==> src/verilog/mlsi_pkg.sv <==
// Shared constants, types and decoding helpers for the multi-lane serial flash pin block
package mlsi_pkg;

  localparam int ADDR_BITS = 24;
  localparam logic [4:0] INSTR_LAST = 5'h07;
  localparam logic [4:0] ADDR_LAST = 5'h17;

  // Command codes (single, dual, quad, double rate, program, erase)
  localparam logic [7:0] OP_READ = 8'h03;
  localparam logic [7:0] OP_DREAD = 8'h3b;
  localparam logic [7:0] OP_QREAD = 8'h6b;
  localparam logic [7:0] OP_DDR_READ = 8'h0d;
  localparam logic [7:0] OP_PROG = 8'h02;
  localparam logic [7:0] OP_QPROG = 8'h32;
  localparam logic [7:0] OP_ERASE = 8'hd8;

  // Erase unit sizes as address bit counts: 4 kbytes, 64 kbytes, 256 kbytes
  localparam logic [4:0] SECT_4K_BITS = 5'h0c;
  localparam logic [4:0] SECT_64K_BITS = 5'h10;
  localparam logic [4:0] SECT_256K_BITS = 5'h12;
  // Hybrid layout: thirty-two small sectors at the bottom of the address space
  localparam logic [23:0] HYB_SMALL_LIMIT = 24'h020000;

  localparam logic [7:0] ERASED_BYTE = 8'hff;
  localparam logic [2:0] W1 = 3'h1;
  localparam logic [2:0] W2 = 3'h2;
  localparam logic [2:0] W4 = 3'h4;

  // Synchroniser reset image: {quad, lane3..lane0, cs_n, sck}
  localparam logic [6:0] SYNC_RST = 7'h3e;

  typedef enum logic [2:0] {ST_INSTR, ST_ADDR, ST_DIN, ST_OUT, ST_IGNORE} mlsi_state_t;
  typedef enum logic [1:0] {K_READ, K_PROG, K_ERASE} mlsi_kind_t;

  function automatic logic [4:0] mlsi_sector_bits(input logic uniform, input logic [23:0] addr);
    if (uniform) begin
      return SECT_256K_BITS;
    end else if (addr < HYB_SMALL_LIMIT) begin
      return SECT_4K_BITS;
    end else begin
      return SECT_64K_BITS;
    end
  endfunction

endpackage

==> src/verilog/mlsi_array.sv <==
// Flip-flop storage array with single-step byte rewrite and sector erase
`timescale 1ns/10ps
module mlsi_array import mlsi_pkg::*; #(
  parameter int DEPTH = 64,
  parameter bit UNIFORM = 1'b0
) (
  input wire logic clk,
  input wire logic resetn,
  input wire logic wr_en,
  input wire logic [23:0] wr_addr,
  input wire logic [7:0] wr_data,
  input wire logic erase_en,
  input wire logic [23:0] erase_addr,
  input wire logic [23:0] rd_addr,
  output logic [7:0] rd_data
);

  localparam int IW = $clog2(DEPTH);

  logic [7:0] mem_reg [DEPTH];
  logic [7:0] mem_next [DEPTH];
  logic [23:0] sect_mask;
  logic [23:0] erase_wrap;

  if (DEPTH < 2 || (DEPTH & (DEPTH - 1)) != 0 || IW > ADDR_BITS) begin : g_bad_depth
    $error("mlsi_array: DEPTH must be a power of two between 2 and 2**24");
  end

  // Addresses wrap on the array size; the sector size still follows the full address
  assign sect_mask = ~((24'h000001 << mlsi_sector_bits(UNIFORM, erase_addr)) - 24'h000001);
  assign erase_wrap = 24'(erase_addr[IW-1:0]);
  assign rd_data = mem_reg[rd_addr[IW-1:0]];

  for (genvar i = 0; i < DEPTH; i++) begin : g_byte
    always_comb begin
      mem_next[i] = mem_reg[i];
      if (erase_en && ((24'(i) & sect_mask) == (erase_wrap & sect_mask))) begin
        mem_next[i] = ERASED_BYTE;
      end else if (wr_en && wr_addr[IW-1:0] == IW'(i)) begin
        // Erase and reprogram of the byte appear as one rewrite to the host
        mem_next[i] = wr_data;
      end
    end

    always_ff @(posedge clk or negedge resetn) begin
      if (!resetn) begin
        mem_reg[i] <= ERASED_BYTE;
      end else begin
        mem_reg[i] <= mem_next[i];
      end
    end
  end

  prog_store_a: assert property (@(posedge clk) disable iff (!resetn)
    (wr_en && !erase_en) |=> mem_reg[$past(wr_addr[IW-1:0])] == $past(wr_data))
    else $error("written byte not stored in one step");

endmodule // mlsi_array

==> src/verilog/mlsi_flash_pins.sv <==
// Device-side pin logic of a multi-lane serial flash, oversampling the serial clock
// Summary of operation
// - Inputs taken on serial clock rise; single-rate output changes on its fall.
// - Erase unit is 4, 64 or 256 kbytes by variant and address.
// - A write rewrites the byte in one step, no separate erase needed.
// - Low hardware reset returns the device to standby, ready for a command.
// - Lane zero is serial input for single commands, data lane zero otherwise.
// - Lane one is serial output for single commands, data lane one otherwise.
// - Lane two is write-protect input unless quad mode, then data lane two.
// - Besides one-bit, commands move two or four bits per clock.
// - Double-rate commands transfer on both serial clock edges.
// - Every command opens with an eight-bit instruction from the host.
// - Chip select high: inputs ignored, all outputs released.
// - Lane three pauses any command unless quad mode, then data lane three.
`timescale 1ns/10ps
module mlsi_flash_pins import mlsi_pkg::*; #(
  parameter int MEM_DEPTH = 64,
  parameter bit UNIFORM_SECTORS = 1'b0
) (
  input wire logic clk,
  input wire logic resetn,
  input wire logic sck,
  input wire logic cs_n,
  input wire logic quad_mode_en,
  input wire logic lane0_serial_in_in,
  output logic lane0_serial_in_out,
  output logic lane0_serial_in_oe,
  input wire logic lane1_serial_out_in,
  output logic lane1_serial_out_out,
  output logic lane1_serial_out_oe,
  input wire logic lane2_write_protect_n_in,
  output logic lane2_write_protect_n_out,
  output logic lane2_write_protect_n_oe,
  input wire logic lane3_pause_n_in,
  output logic lane3_pause_n_out,
  output logic lane3_pause_n_oe
);

  logic [6:0] sync1_reg;
  logic [6:0] sync2_reg;
  logic sck_prev_reg;
  logic sck_s, cs_s, quad_s;
  logic [3:0] lane_s;
  logic sck_rise, sck_fall, paused, act_rise, act_fall, wp_ok;

  mlsi_state_t state_reg, state_next;
  mlsi_kind_t kind_reg, kind_next;
  logic [4:0] cnt_reg, cnt_next;
  logic [7:0] instr_reg, instr_next;
  logic [23:0] addr_reg, addr_next;
  logic [2:0] width_reg, width_next;
  logic ddr_reg, ddr_next;
  logic [7:0] byte_reg, byte_next;
  logic [2:0] out_cnt_reg, out_cnt_next;
  logic [3:0] lane_out_reg, lane_out_next;
  logic [3:0] lane_oe_reg, lane_oe_next;

  logic [7:0] opcode;
  logic [23:0] addr_shift;
  logic [7:0] out_byte, din_byte, rd_data;
  logic wr_en, erase_en;

  // Pins are asynchronous to clk; the serial clock is just another sampled input
  always_ff @(posedge clk or negedge resetn) begin
    if (!resetn) begin
      sync1_reg <= SYNC_RST;
      sync2_reg <= SYNC_RST;
      sck_prev_reg <= 1'b0;
    end else begin
      sync1_reg <= {quad_mode_en, lane3_pause_n_in, lane2_write_protect_n_in,
                    lane1_serial_out_in, lane0_serial_in_in, cs_n, sck};
      sync2_reg <= sync1_reg;
      sck_prev_reg <= sync2_reg[0];
    end
  end

  assign sck_s = sync2_reg[0];
  assign cs_s = sync2_reg[1];
  assign lane_s = sync2_reg[5:2];
  assign quad_s = sync2_reg[6];
  assign sck_rise = sck_s && !sck_prev_reg;
  assign sck_fall = !sck_s && sck_prev_reg;
  assign paused = !quad_s && !lane_s[3];
  assign act_rise = sck_rise && !paused && !cs_s;
  assign act_fall = sck_fall && !paused && !cs_s;
  assign wp_ok = quad_s || lane_s[2];
  assign opcode = {instr_reg[6:0], lane_s[0]};
  assign addr_shift = {addr_reg[22:0], lane_s[0]};

  always_comb begin
    state_next = state_reg;
    kind_next = kind_reg;
    cnt_next = cnt_reg;
    instr_next = instr_reg;
    addr_next = addr_reg;
    width_next = width_reg;
    ddr_next = ddr_reg;
    byte_next = byte_reg;
    out_cnt_next = out_cnt_reg;
    lane_out_next = lane_out_reg;
    lane_oe_next = lane_oe_reg;
    out_byte = 8'h00;
    din_byte = 8'h00;
    wr_en = 1'b0;
    erase_en = 1'b0;
    if (cs_s) begin
      // Deselected: drop the command and release every lane
      state_next = ST_INSTR;
      cnt_next = 5'h00;
      out_cnt_next = 3'h0;
      lane_oe_next = 4'h0;
    end else begin
      unique case (state_reg)
        ST_INSTR: begin
          if (act_rise) begin
            instr_next = opcode;
            cnt_next = cnt_reg + 5'h01;
            if (cnt_reg == INSTR_LAST) begin
              cnt_next = 5'h00;
              state_next = ST_ADDR;
              width_next = W1;
              ddr_next = 1'b0;
              kind_next = K_READ;
              unique case (opcode)
                OP_READ: kind_next = K_READ;
                OP_DREAD: width_next = W2;
                OP_QREAD: begin
                  width_next = W4;
                  if (!quad_s) begin
                    state_next = ST_IGNORE;
                  end
                end
                OP_DDR_READ: ddr_next = 1'b1;
                OP_PROG: kind_next = K_PROG;
                OP_QPROG: begin
                  kind_next = K_PROG;
                  width_next = W4;
                  if (!quad_s) begin
                    state_next = ST_IGNORE;
                  end
                end
                OP_ERASE: kind_next = K_ERASE;
                default: state_next = ST_IGNORE;
              endcase
            end
          end
        end
        ST_ADDR: begin
          // Double-rate address starts on a rise: the fall that trails the instruction is not a bit
          if (act_rise || (ddr_reg && act_fall && cnt_reg != 5'h00)) begin
            addr_next = addr_shift;
            cnt_next = cnt_reg + 5'h01;
            if (cnt_reg == ADDR_LAST) begin
              cnt_next = 5'h00;
              out_cnt_next = 3'h0;
              unique case (kind_reg)
                K_READ: state_next = ST_OUT;
                K_PROG: state_next = ST_DIN;
                K_ERASE: begin
                  erase_en = wp_ok;
                  state_next = ST_IGNORE;
                end
              endcase
            end
          end
        end
        ST_OUT: begin
          if (act_fall || (ddr_reg && act_rise)) begin
            out_byte = (out_cnt_reg == 3'h0) ? rd_data : byte_reg;
            unique case (width_reg)
              W2: begin
                lane_out_next[1:0] = out_byte[7:6];
                lane_oe_next = 4'h3;
              end
              W4: begin
                lane_out_next = out_byte[7:4];
                lane_oe_next = 4'hf;
              end
              default: begin
                lane_out_next[1] = out_byte[7];
                lane_oe_next = 4'h2;
              end
            endcase
            byte_next = out_byte << width_reg;
            out_cnt_next = out_cnt_reg + width_reg;
            if (out_cnt_next == 3'h0) begin
              addr_next = addr_reg + 24'h000001;
            end
          end
        end
        ST_DIN: begin
          if (act_rise) begin
            din_byte = (width_reg == W4) ? {byte_reg[3:0], lane_s} : {byte_reg[6:0], lane_s[0]};
            byte_next = din_byte;
            out_cnt_next = out_cnt_reg + width_reg;
            if (out_cnt_next == 3'h0) begin
              wr_en = wp_ok;
              addr_next = addr_reg + 24'h000001;
            end
          end
        end
        ST_IGNORE: begin
          state_next = ST_IGNORE;
        end
      endcase
    end
  end

  // The hardware reset pin is resetn: it aborts everything and returns to standby
  always_ff @(posedge clk or negedge resetn) begin
    if (!resetn) begin
      state_reg <= ST_INSTR;
      kind_reg <= K_READ;
      cnt_reg <= 5'h00;
      instr_reg <= 8'h00;
      addr_reg <= 24'h000000;
      width_reg <= W1;
      ddr_reg <= 1'b0;
      byte_reg <= 8'h00;
      out_cnt_reg <= 3'h0;
      lane_out_reg <= 4'h0;
      lane_oe_reg <= 4'h0;
    end else begin
      state_reg <= state_next;
      kind_reg <= kind_next;
      cnt_reg <= cnt_next;
      instr_reg <= instr_next;
      addr_reg <= addr_next;
      width_reg <= width_next;
      ddr_reg <= ddr_next;
      byte_reg <= byte_next;
      out_cnt_reg <= out_cnt_next;
      lane_out_reg <= lane_out_next;
      lane_oe_reg <= lane_oe_next;
    end
  end

  mlsi_array #(
    .DEPTH(MEM_DEPTH),
    .UNIFORM(UNIFORM_SECTORS)
  ) u_array (
    .clk(clk),
    .resetn(resetn),
    .wr_en(wr_en),
    .wr_addr(addr_reg),
    .wr_data(din_byte),
    .erase_en(erase_en),
    .erase_addr(addr_shift),
    .rd_addr(addr_reg),
    .rd_data(rd_data)
  );

  assign lane0_serial_in_out = lane_out_reg[0];
  assign lane1_serial_out_out = lane_out_reg[1];
  assign lane2_write_protect_n_out = lane_out_reg[2];
  assign lane3_pause_n_out = lane_out_reg[3];
  assign lane0_serial_in_oe = lane_oe_reg[0];
  assign lane1_serial_out_oe = lane_oe_reg[1];
  assign lane2_write_protect_n_oe = lane_oe_reg[2];
  assign lane3_pause_n_oe = lane_oe_reg[3];

  cs_high_release_a: assert property (@(posedge clk) disable iff (!resetn)
    cs_s |=> lane_oe_reg == 4'h0)
    else $error("lanes driven while deselected");

  sdr_fall_change_a: assert property (@(posedge clk) disable iff (!resetn)
    (!$past(ddr_reg) && $changed(lane_out_reg)) |-> $past(sck_fall))
    else $error("single-rate output changed without a falling edge");

  ddr_edge_change_a: assert property (@(posedge clk) disable iff (!resetn)
    $changed(lane_out_reg) |-> ($past(sck_fall) || ($past(ddr_reg) && $past(sck_rise))))
    else $error("output changed without a serial clock edge");

  instr_eight_bits_a: assert property (@(posedge clk) disable iff (!resetn)
    (state_reg == ST_INSTR && state_next != ST_INSTR && !cs_s) |-> (act_rise && cnt_reg == INSTR_LAST))
    else $error("instruction ended before eight bits");

  wp_blocks_write_a: assert property (@(posedge clk) disable iff (!resetn)
    (wr_en || erase_en) |-> (quad_s || lane_s[2]))
    else $error("write or erase under write protect");

  pause_freezes_a: assert property (@(posedge clk) disable iff (!resetn)
    (paused && !cs_s) |=> ($stable(cnt_reg) && $stable(out_cnt_reg) && $stable(addr_reg)))
    else $error("transfer advanced while paused");

  single_lane_out_a: assert property (@(posedge clk) disable iff (!resetn)
    (state_reg == ST_OUT && width_reg == W1) |-> (lane_oe_reg[0] == 1'b0 && lane_oe_reg[3:2] == 2'h0))
    else $error("single read drove a lane other than lane one");

  width_step_a: assert property (@(posedge clk) disable iff (!resetn)
    (state_reg == ST_OUT && act_fall && !ddr_reg) |=> out_cnt_reg == 3'($past(out_cnt_reg) + $past(width_reg)))
    else $error("output bit count did not advance by lane width");

endmodule // mlsi_flash_pins

==> config.mk <==
export PLATFORM = sky130hd
export DESIGN_NAME = mlsi_flash_pins
export DESIGN_NICKNAME = d
export VERILOG_FILES = /design/src/verilog/mlsi_pkg.sv /design/src/verilog/mlsi_array.sv /design/src/verilog/mlsi_flash_pins.sv
export SDC_FILE = /design/constraint.sdc
export NUM_CORES = 1
export LEC_CHECK = 0
export ABC_AREA = 0
export BUFFER_PORTS_ARGS = -buffer_cell sky130_fd_sc_hd__buf_2
export CAP_MARGIN = 10
export CORE_MARGIN = 5
export CORE_UTILIZATION = 60
export DETAILED_ROUTE_END_ITERATION = 6
export PLACE_DENSITY = 0.8
export SLEW_MARGIN = 20
export SYNTH_ARGS = -nofsm -noshare
export SYNTH_HDL_FRONTEND = slang
export SYNTH_SLANG_ARGS = --single-unit
==> constraint.sdc <==
create_clock -name clk -period 6.3 [get_ports clk]
set_clock_uncertainty 0.2 [all_clocks]
set_input_delay 0.315 -clock clk [delete_from_list [all_inputs] [get_ports clk]]
set_output_delay 0.315 -clock clk [all_outputs]
set_load 0.01 [all_outputs]
Yosys cells after proc, flatten, opt, wreduce, memory -nomap -nowiden

Cells that the tools add are included.

Input port bits: 9
Register bits after elaboration: 591
Word-level logic and storage cells: 668
Output and inout port bits: 8

Add/sub/neg operators: 4
Bitwise gates (word level): 4
Reduce and logical (&&, ||, !) cells: 240
Eq/ne operators: 152
Mux-type cells: 184
Shift operators: 2
Order comparisons: 2

Operator list:

| cell                  | count |
|---|---|
| $mux 8                | 137 |
| $eq 6x24->1           | 32 |
| $eq 5x24->1           | 16 |
| $eq 4x24->1           | 8 |
| $eq 6x6->1 const B    | 32 |
| $logic_and 1x1->1     | 138 |
| $reduce_bool 2->1     | 68 |
| $eq 3x24->1           | 4 |
| $eq 6x5->1 const B    | 16 |
| $mux 24               | 4 |
| $pmux 24 s3           | 1 |
| $bmux 8 s6            | 1 |
| $eq 2x24->1           | 2 |
| $eq 6x4->1 const B    | 8 |
| $mux 3                | 11 |
| $mux 5                | 6 |
| $pmux 3 s3            | 3 |
| $add 24x1->24 const B | 1 |
| $and 6x24->24         | 1 |
| $eq 1x24->1           | 1 |
| $eq 6x3->1 const B    | 4 |
| $logic_not 24->1      | 1 |
| $lt 24x18->1 const B  | 1 |
| $not 24->24           | 1 |
| other kinds (46)      | 91 |

Depth between registers and ports, before layout

Depth in word-level cells: 13
Depth in mapped cells: 13
Gate-level depth less buffers: 11

By module

Synthesis repeated with hierarchy kept, for this count alone.

Cell total of the unflattened synthesis: 2994
Area, all modules: 31236.2 µm²

Modules (own cells, without submodules):

| module          | cells each | area each (µm²) | instances | seq. area each (µm²) |
|---|---|---|---|---|
| mlsi_array      | 2509       | 26693.1         | 1         | 13452.9 |
| mlsi_flash_pins | 485        | 4543.1          | 1         | 1965.6 |

Worst setup path after synthesis

OpenSTA, ideal clock, no wires.

Kind: register -> register
Start point: reg width_reg[0]
End point: reg u_array.mem_reg[325] in the netlist's numbering
Arrival: 2.766 ns
Stages on the path, launching flop included: 14
Library setup time: 0.073 ns
Period minus slack after synthesis: 3.039 ns
Required time: 6.027 ns
Setup slack: 3.261 ns
Path buffers: 2
Cell sequence: dfstp_2 -> ha_1 -> inv_1 -> fa_1 -> xor2_1 -> xor2_1 -> nand3b_1 -> nor3_4 -> nand2_2 -> buf_4 -> nor2_2 -> buf_4 -> nor3_1 -> a21oi_1

Cells in the longest elaborated chain, start to end: 8
Elaborated cells between the ends (all ways): 15
Classes of those cells: 1 x add/sub; 1 x eq/ne; 10 x mux; 3 x reduce/logical

RTL lines:

| what                          | line                   | RTL |
|---|---|---|
| start, declared               | mlsi_flash_pins.sv:51  | `logic [2:0] width_reg, width_next;` |
| start signal, assigned        | mlsi_flash_pins.sv:229 | `width_reg <= width_next;` |
| $add 3x3->3                   | mlsi_flash_pins.sv:195 | `out_cnt_next = out_cnt_reg + width_reg;` |
| $logic_not 3->1               | mlsi_flash_pins.sv:196 | `if (out_cnt_next == 3'h0) begin` |
| $mux 1                        | mlsi_flash_pins.sv:196 |  |
| $mux 1                        | mlsi_flash_pins.sv:192 | `if (act_rise) begin` |
| $mux 1                        | mlsi_flash_pins.sv:113 | `unique case (state_reg)` |
| $mux 1                        | mlsi_flash_pins.sv:106 | `if (cs_s) begin` |
| $logic_and 1x1->1             | mlsi_array.sv:39       | `end else if (wr_en && wr_addr[IW-1:0] == IW'(i)) begin` |
| $reduce_bool 2->1 (no line)   | --                     |  |
| end signal, assigned by index | mlsi_array.sv:49       | `mem_reg[i] <= mem_next[i];` |
| end, declared                 | mlsi_array.sv:20       | `logic [7:0] mem_reg [DEPTH];` |

Parallel ways exist; a longest one is shown, timed or not. The select of a mux whose other input is x is not followed.
A chain may end at the register's enable or synchronous reset.

Worst setup path after layout

Start point: reg width_reg[1]
End point: reg u_array.mem_reg[30] in the netlist's numbering

Same word-level chain as after synthesis.

==> reports/metrics.csv <==
metric,value,unit
total grt overflow,0,
WP data required,6.66,ns
later-pin clock latency in the skew report,0.64,ns
HPWL after detailed placement,45000,um
final WL,72900,um
Root Driver,clkbuf_16,
setup TNS,0,ns
Cell Pwr Density,267,nW/um2
CTS Buffer Depth,3,
total core area,46400,um2
"Hold Vio Cnt, Final",0,
Vias/cell,6.79,
largest net degree at the start of global routing,243,
die area,51000,um2
post-CTS sizing,0,
length of the first detailed-routing pass in iterations,5,
PortBufs,16,
worst-path maximum fanout,16,
H-tree levels,2,
syn_nets,2514,
initial antenna violation count,1,
"Hold-fix buffers, CTS",7,
"commonest non-fill, non-tap cell in the layout",a21oi_1,
kind of critical path,reg2reg,
status,finished clean,
synthesized flop and latch total,572,
Die Span Y,226,um
final instance area,29900,um2
period utilization,73.0,%
FMAX,217,MHz
first-pass GRT wire length,116000,um
"Setup violations, final",0,
fin. max-slew vios,0,
DR iter-0 viols,2148,
layout cells sized above 1,35.9,%
# nets final,2389,
GRT Util Overall,28.7,%
initial core utilization,60.3,%
most frequent cells in the layout,"a21oi_1 (545), nor3_1 (529), dfstp_2 (523), mux4_2 (96), nor2_1 (72)",
Synth async-reset ratio,100,%
CP Launch Type,flop,
flip-flop count of the largest register after layout,512,
wire per inst,24.1,um
leak pwr,0.0112,uW
cts bufs inserted,57,
GPL Wtd Cong,0.952,
DRC viols,0,
worst rel slew slack,22.0,%
Routed Antenna Nets,0,
Cell variety after synth,87,
MaxCap Viol Count,0,
syn avg cell area,11.2,um2
vias in the first global route,20700,
Placement Rows,79,
dpl cell area,27900,um2
Post-Syn Area,28000,um2
maximum vdd drop,0.000270,V
Clock Sinks,572,
sequential-to-total area share from yosys stat,53.5,%
Post-synth EDFFs,0,
clk slew on worst S/H paths,0.06,ns
# IOs,17,
Mapped Cells,2495,
actual slew at the worst max-slew pin,1.17,ns
RSZ-0062 raised after global routing,false,
crit path time final,4.60,ns
worst path arrival time,4.96,ns
ys flop type,dfstp_2,
layout filler cell count,3405,
Synth Warn #,0,
register area,15000,um2
Syn-to-layout area delta,6.97,%
area of the multi-input gates,11700,um2
CP Capture Type,flop,
postcts setup bufs,0,
CTS tree,done,
Die Width,226,um
Hold Path Class,in2reg,
ANT cells,0,
via count,20500,
==> worst max-delay path, cell delays in order, from the launching register on <==
cell and delay (ns):
dfrtp_1 0.66, clkinv_1 0.39, fa_1 0.51, xor2_1 0.26
xor2_1 0.19, nand3b_1 0.17, nor3_4 0.39, nand2_2 0.48
nor2_1 0.98, nor3_1 0.11, a21oi_1 0.16
==> layer usage <==
layer,routed length [um],share of wire (%),GRT usage [%],up-vias
li1,-,-,-,8988
met3,5400,7.4,5.67,203
met1,28700,39,38.8,10500
met5,20,0.027,0,-
met4,2950,4.0,11.6,2
met2,35800,49,46.1,858
==> where the power goes <==
group          leakage [uW]  switching, uW  internal (uW)
sequential          0.00605            154           3730
clock              0.000937           1450           1970
combinational       0.00422            402            291
==> path summary, 6_finish.rpt <==
| kind | to | start | slack (ns) | depth (start not counted) |
|---|---|---|---|---|
| max in group asynchronous | u_array.mem_reg[465]$_DFFE_PN1P_ | resetn | 4.35 | 4 |
| setup reg to reg | u_array.mem_reg[30]$_DFFE_PN1P_ | width_reg[1]$_DFFE_PN0P_ | 1.70 | 10 |
| hold reg to reg | sync2_reg[3]$_DFF_PN1_ | sync1_reg[3]$_DFF_PN1_ | 0.15 | 0 |
| min in group asynchronous | u_array.mem_reg[361]$_DFFE_PN1P_ | resetn | 0.19 | 2 |
| setup / recovery | u_array.mem_reg[30]$_DFFE_PN1P_ | width_reg[1]$_DFFE_PN0P_ | 1.70 | 10 |
| hold / removal | sync1_reg[3]$_DFF_PN1_ | lane1_serial_out_in | 0.11 | 2 |
==> cells by family after synthesis <==
family                     after synthesis  share of synthesized area (%)
and+or+nand+nor                        791                           14.6
AOI/OAI and AO/OA                      664                           13.0
DFF                                    572                           53.5
buffers and inverters                  257                           5.03
muxes                                  194                           13.2
adders and majority gates               10                          0.474
xor gates and xnor gates                 7                          0.219
==> synth_stat cells (4+ instances only) <==
| cell | instances | area (um2) |
|---|---|---|
| a21oi_1 | 546 | 2730 |
| nor3_1 | 529 | 2650 |
| dfstp_2 | 523 | 13700 |
| mux4_2 | 96 | 2160 |
| clkbuf_1 | 95 | 357 |
| buf_2 | 82 | 410 |
| nor2_1 | 80 | 300 |
| nand2_1 | 68 | 255 |
| dfrtp_1 | 49 | 1230 |
| mux2i_1 | 48 | 480 |
| buf_4 | 30 | 225 |
| mux4_1 | 29 | 762 |
| nor2_4 | 23 | 259 |
| o22ai_1 | 22 | 138 |
| nor2_2 | 21 | 131 |
| o21ai_0 | 19 | 95.1 |
| mux2_2 | 18 | 203 |
| buf_6 | 13 | 146 |
| nand3_1 | 13 | 65.1 |
| inv_1 | 12 | 45.0 |
| a22oi_1 | 10 | 75.1 |
| buf_1 | 10 | 37.5 |
| nand2b_1 | 10 | 62.6 |
| ha_1 | 9 | 113 |
| a211oi_1 | 7 | 52.6 |
| a31oi_1 | 7 | 43.8 |
| nand2_2 | 7 | 43.8 |
| nor2b_1 | 7 | 43.8 |
| buf_12 | 5 | 100 |
| nor3_2 | 5 | 50.1 |
| a221oi_1 | 4 | 35.0 |
| nor4_1 | 4 | 25.0 |
| xor2_1 | 4 | 35.0 |
==> metrics by stage <==
stage	power, uW	util (%)	hold slack (ns)	setup slack, ns	cells
2_1_floorplan	4430	-	-0.181	3.26	2495
6_report	8000	64.5	0.114	1.70	3021
4_1_cts	8030	64.4	0.0945	1.74	3018
3_5_place_dp	4610	60.1	0.144	1.77	2908
5_1_grt	8260	64.5	0.110	1.37	3021
3_3_place_gp	4590	60.1	0.142	1.96	2908
==> final cells by class <==
type / instances / share of cell area, %
Clock buffer: 87 / 5.75
Sequential cell: 572 / 50.1
Tap cell: 607 / 2.54
Inverter: 16 / 0.201
Timing Repair Buffer: 57 / 1.78
Multi-Input combinational cell: 1666 / 39.0
Clock inverter: 16 / 0.623
No activity file was read; power rests on OpenSTA's default activity.
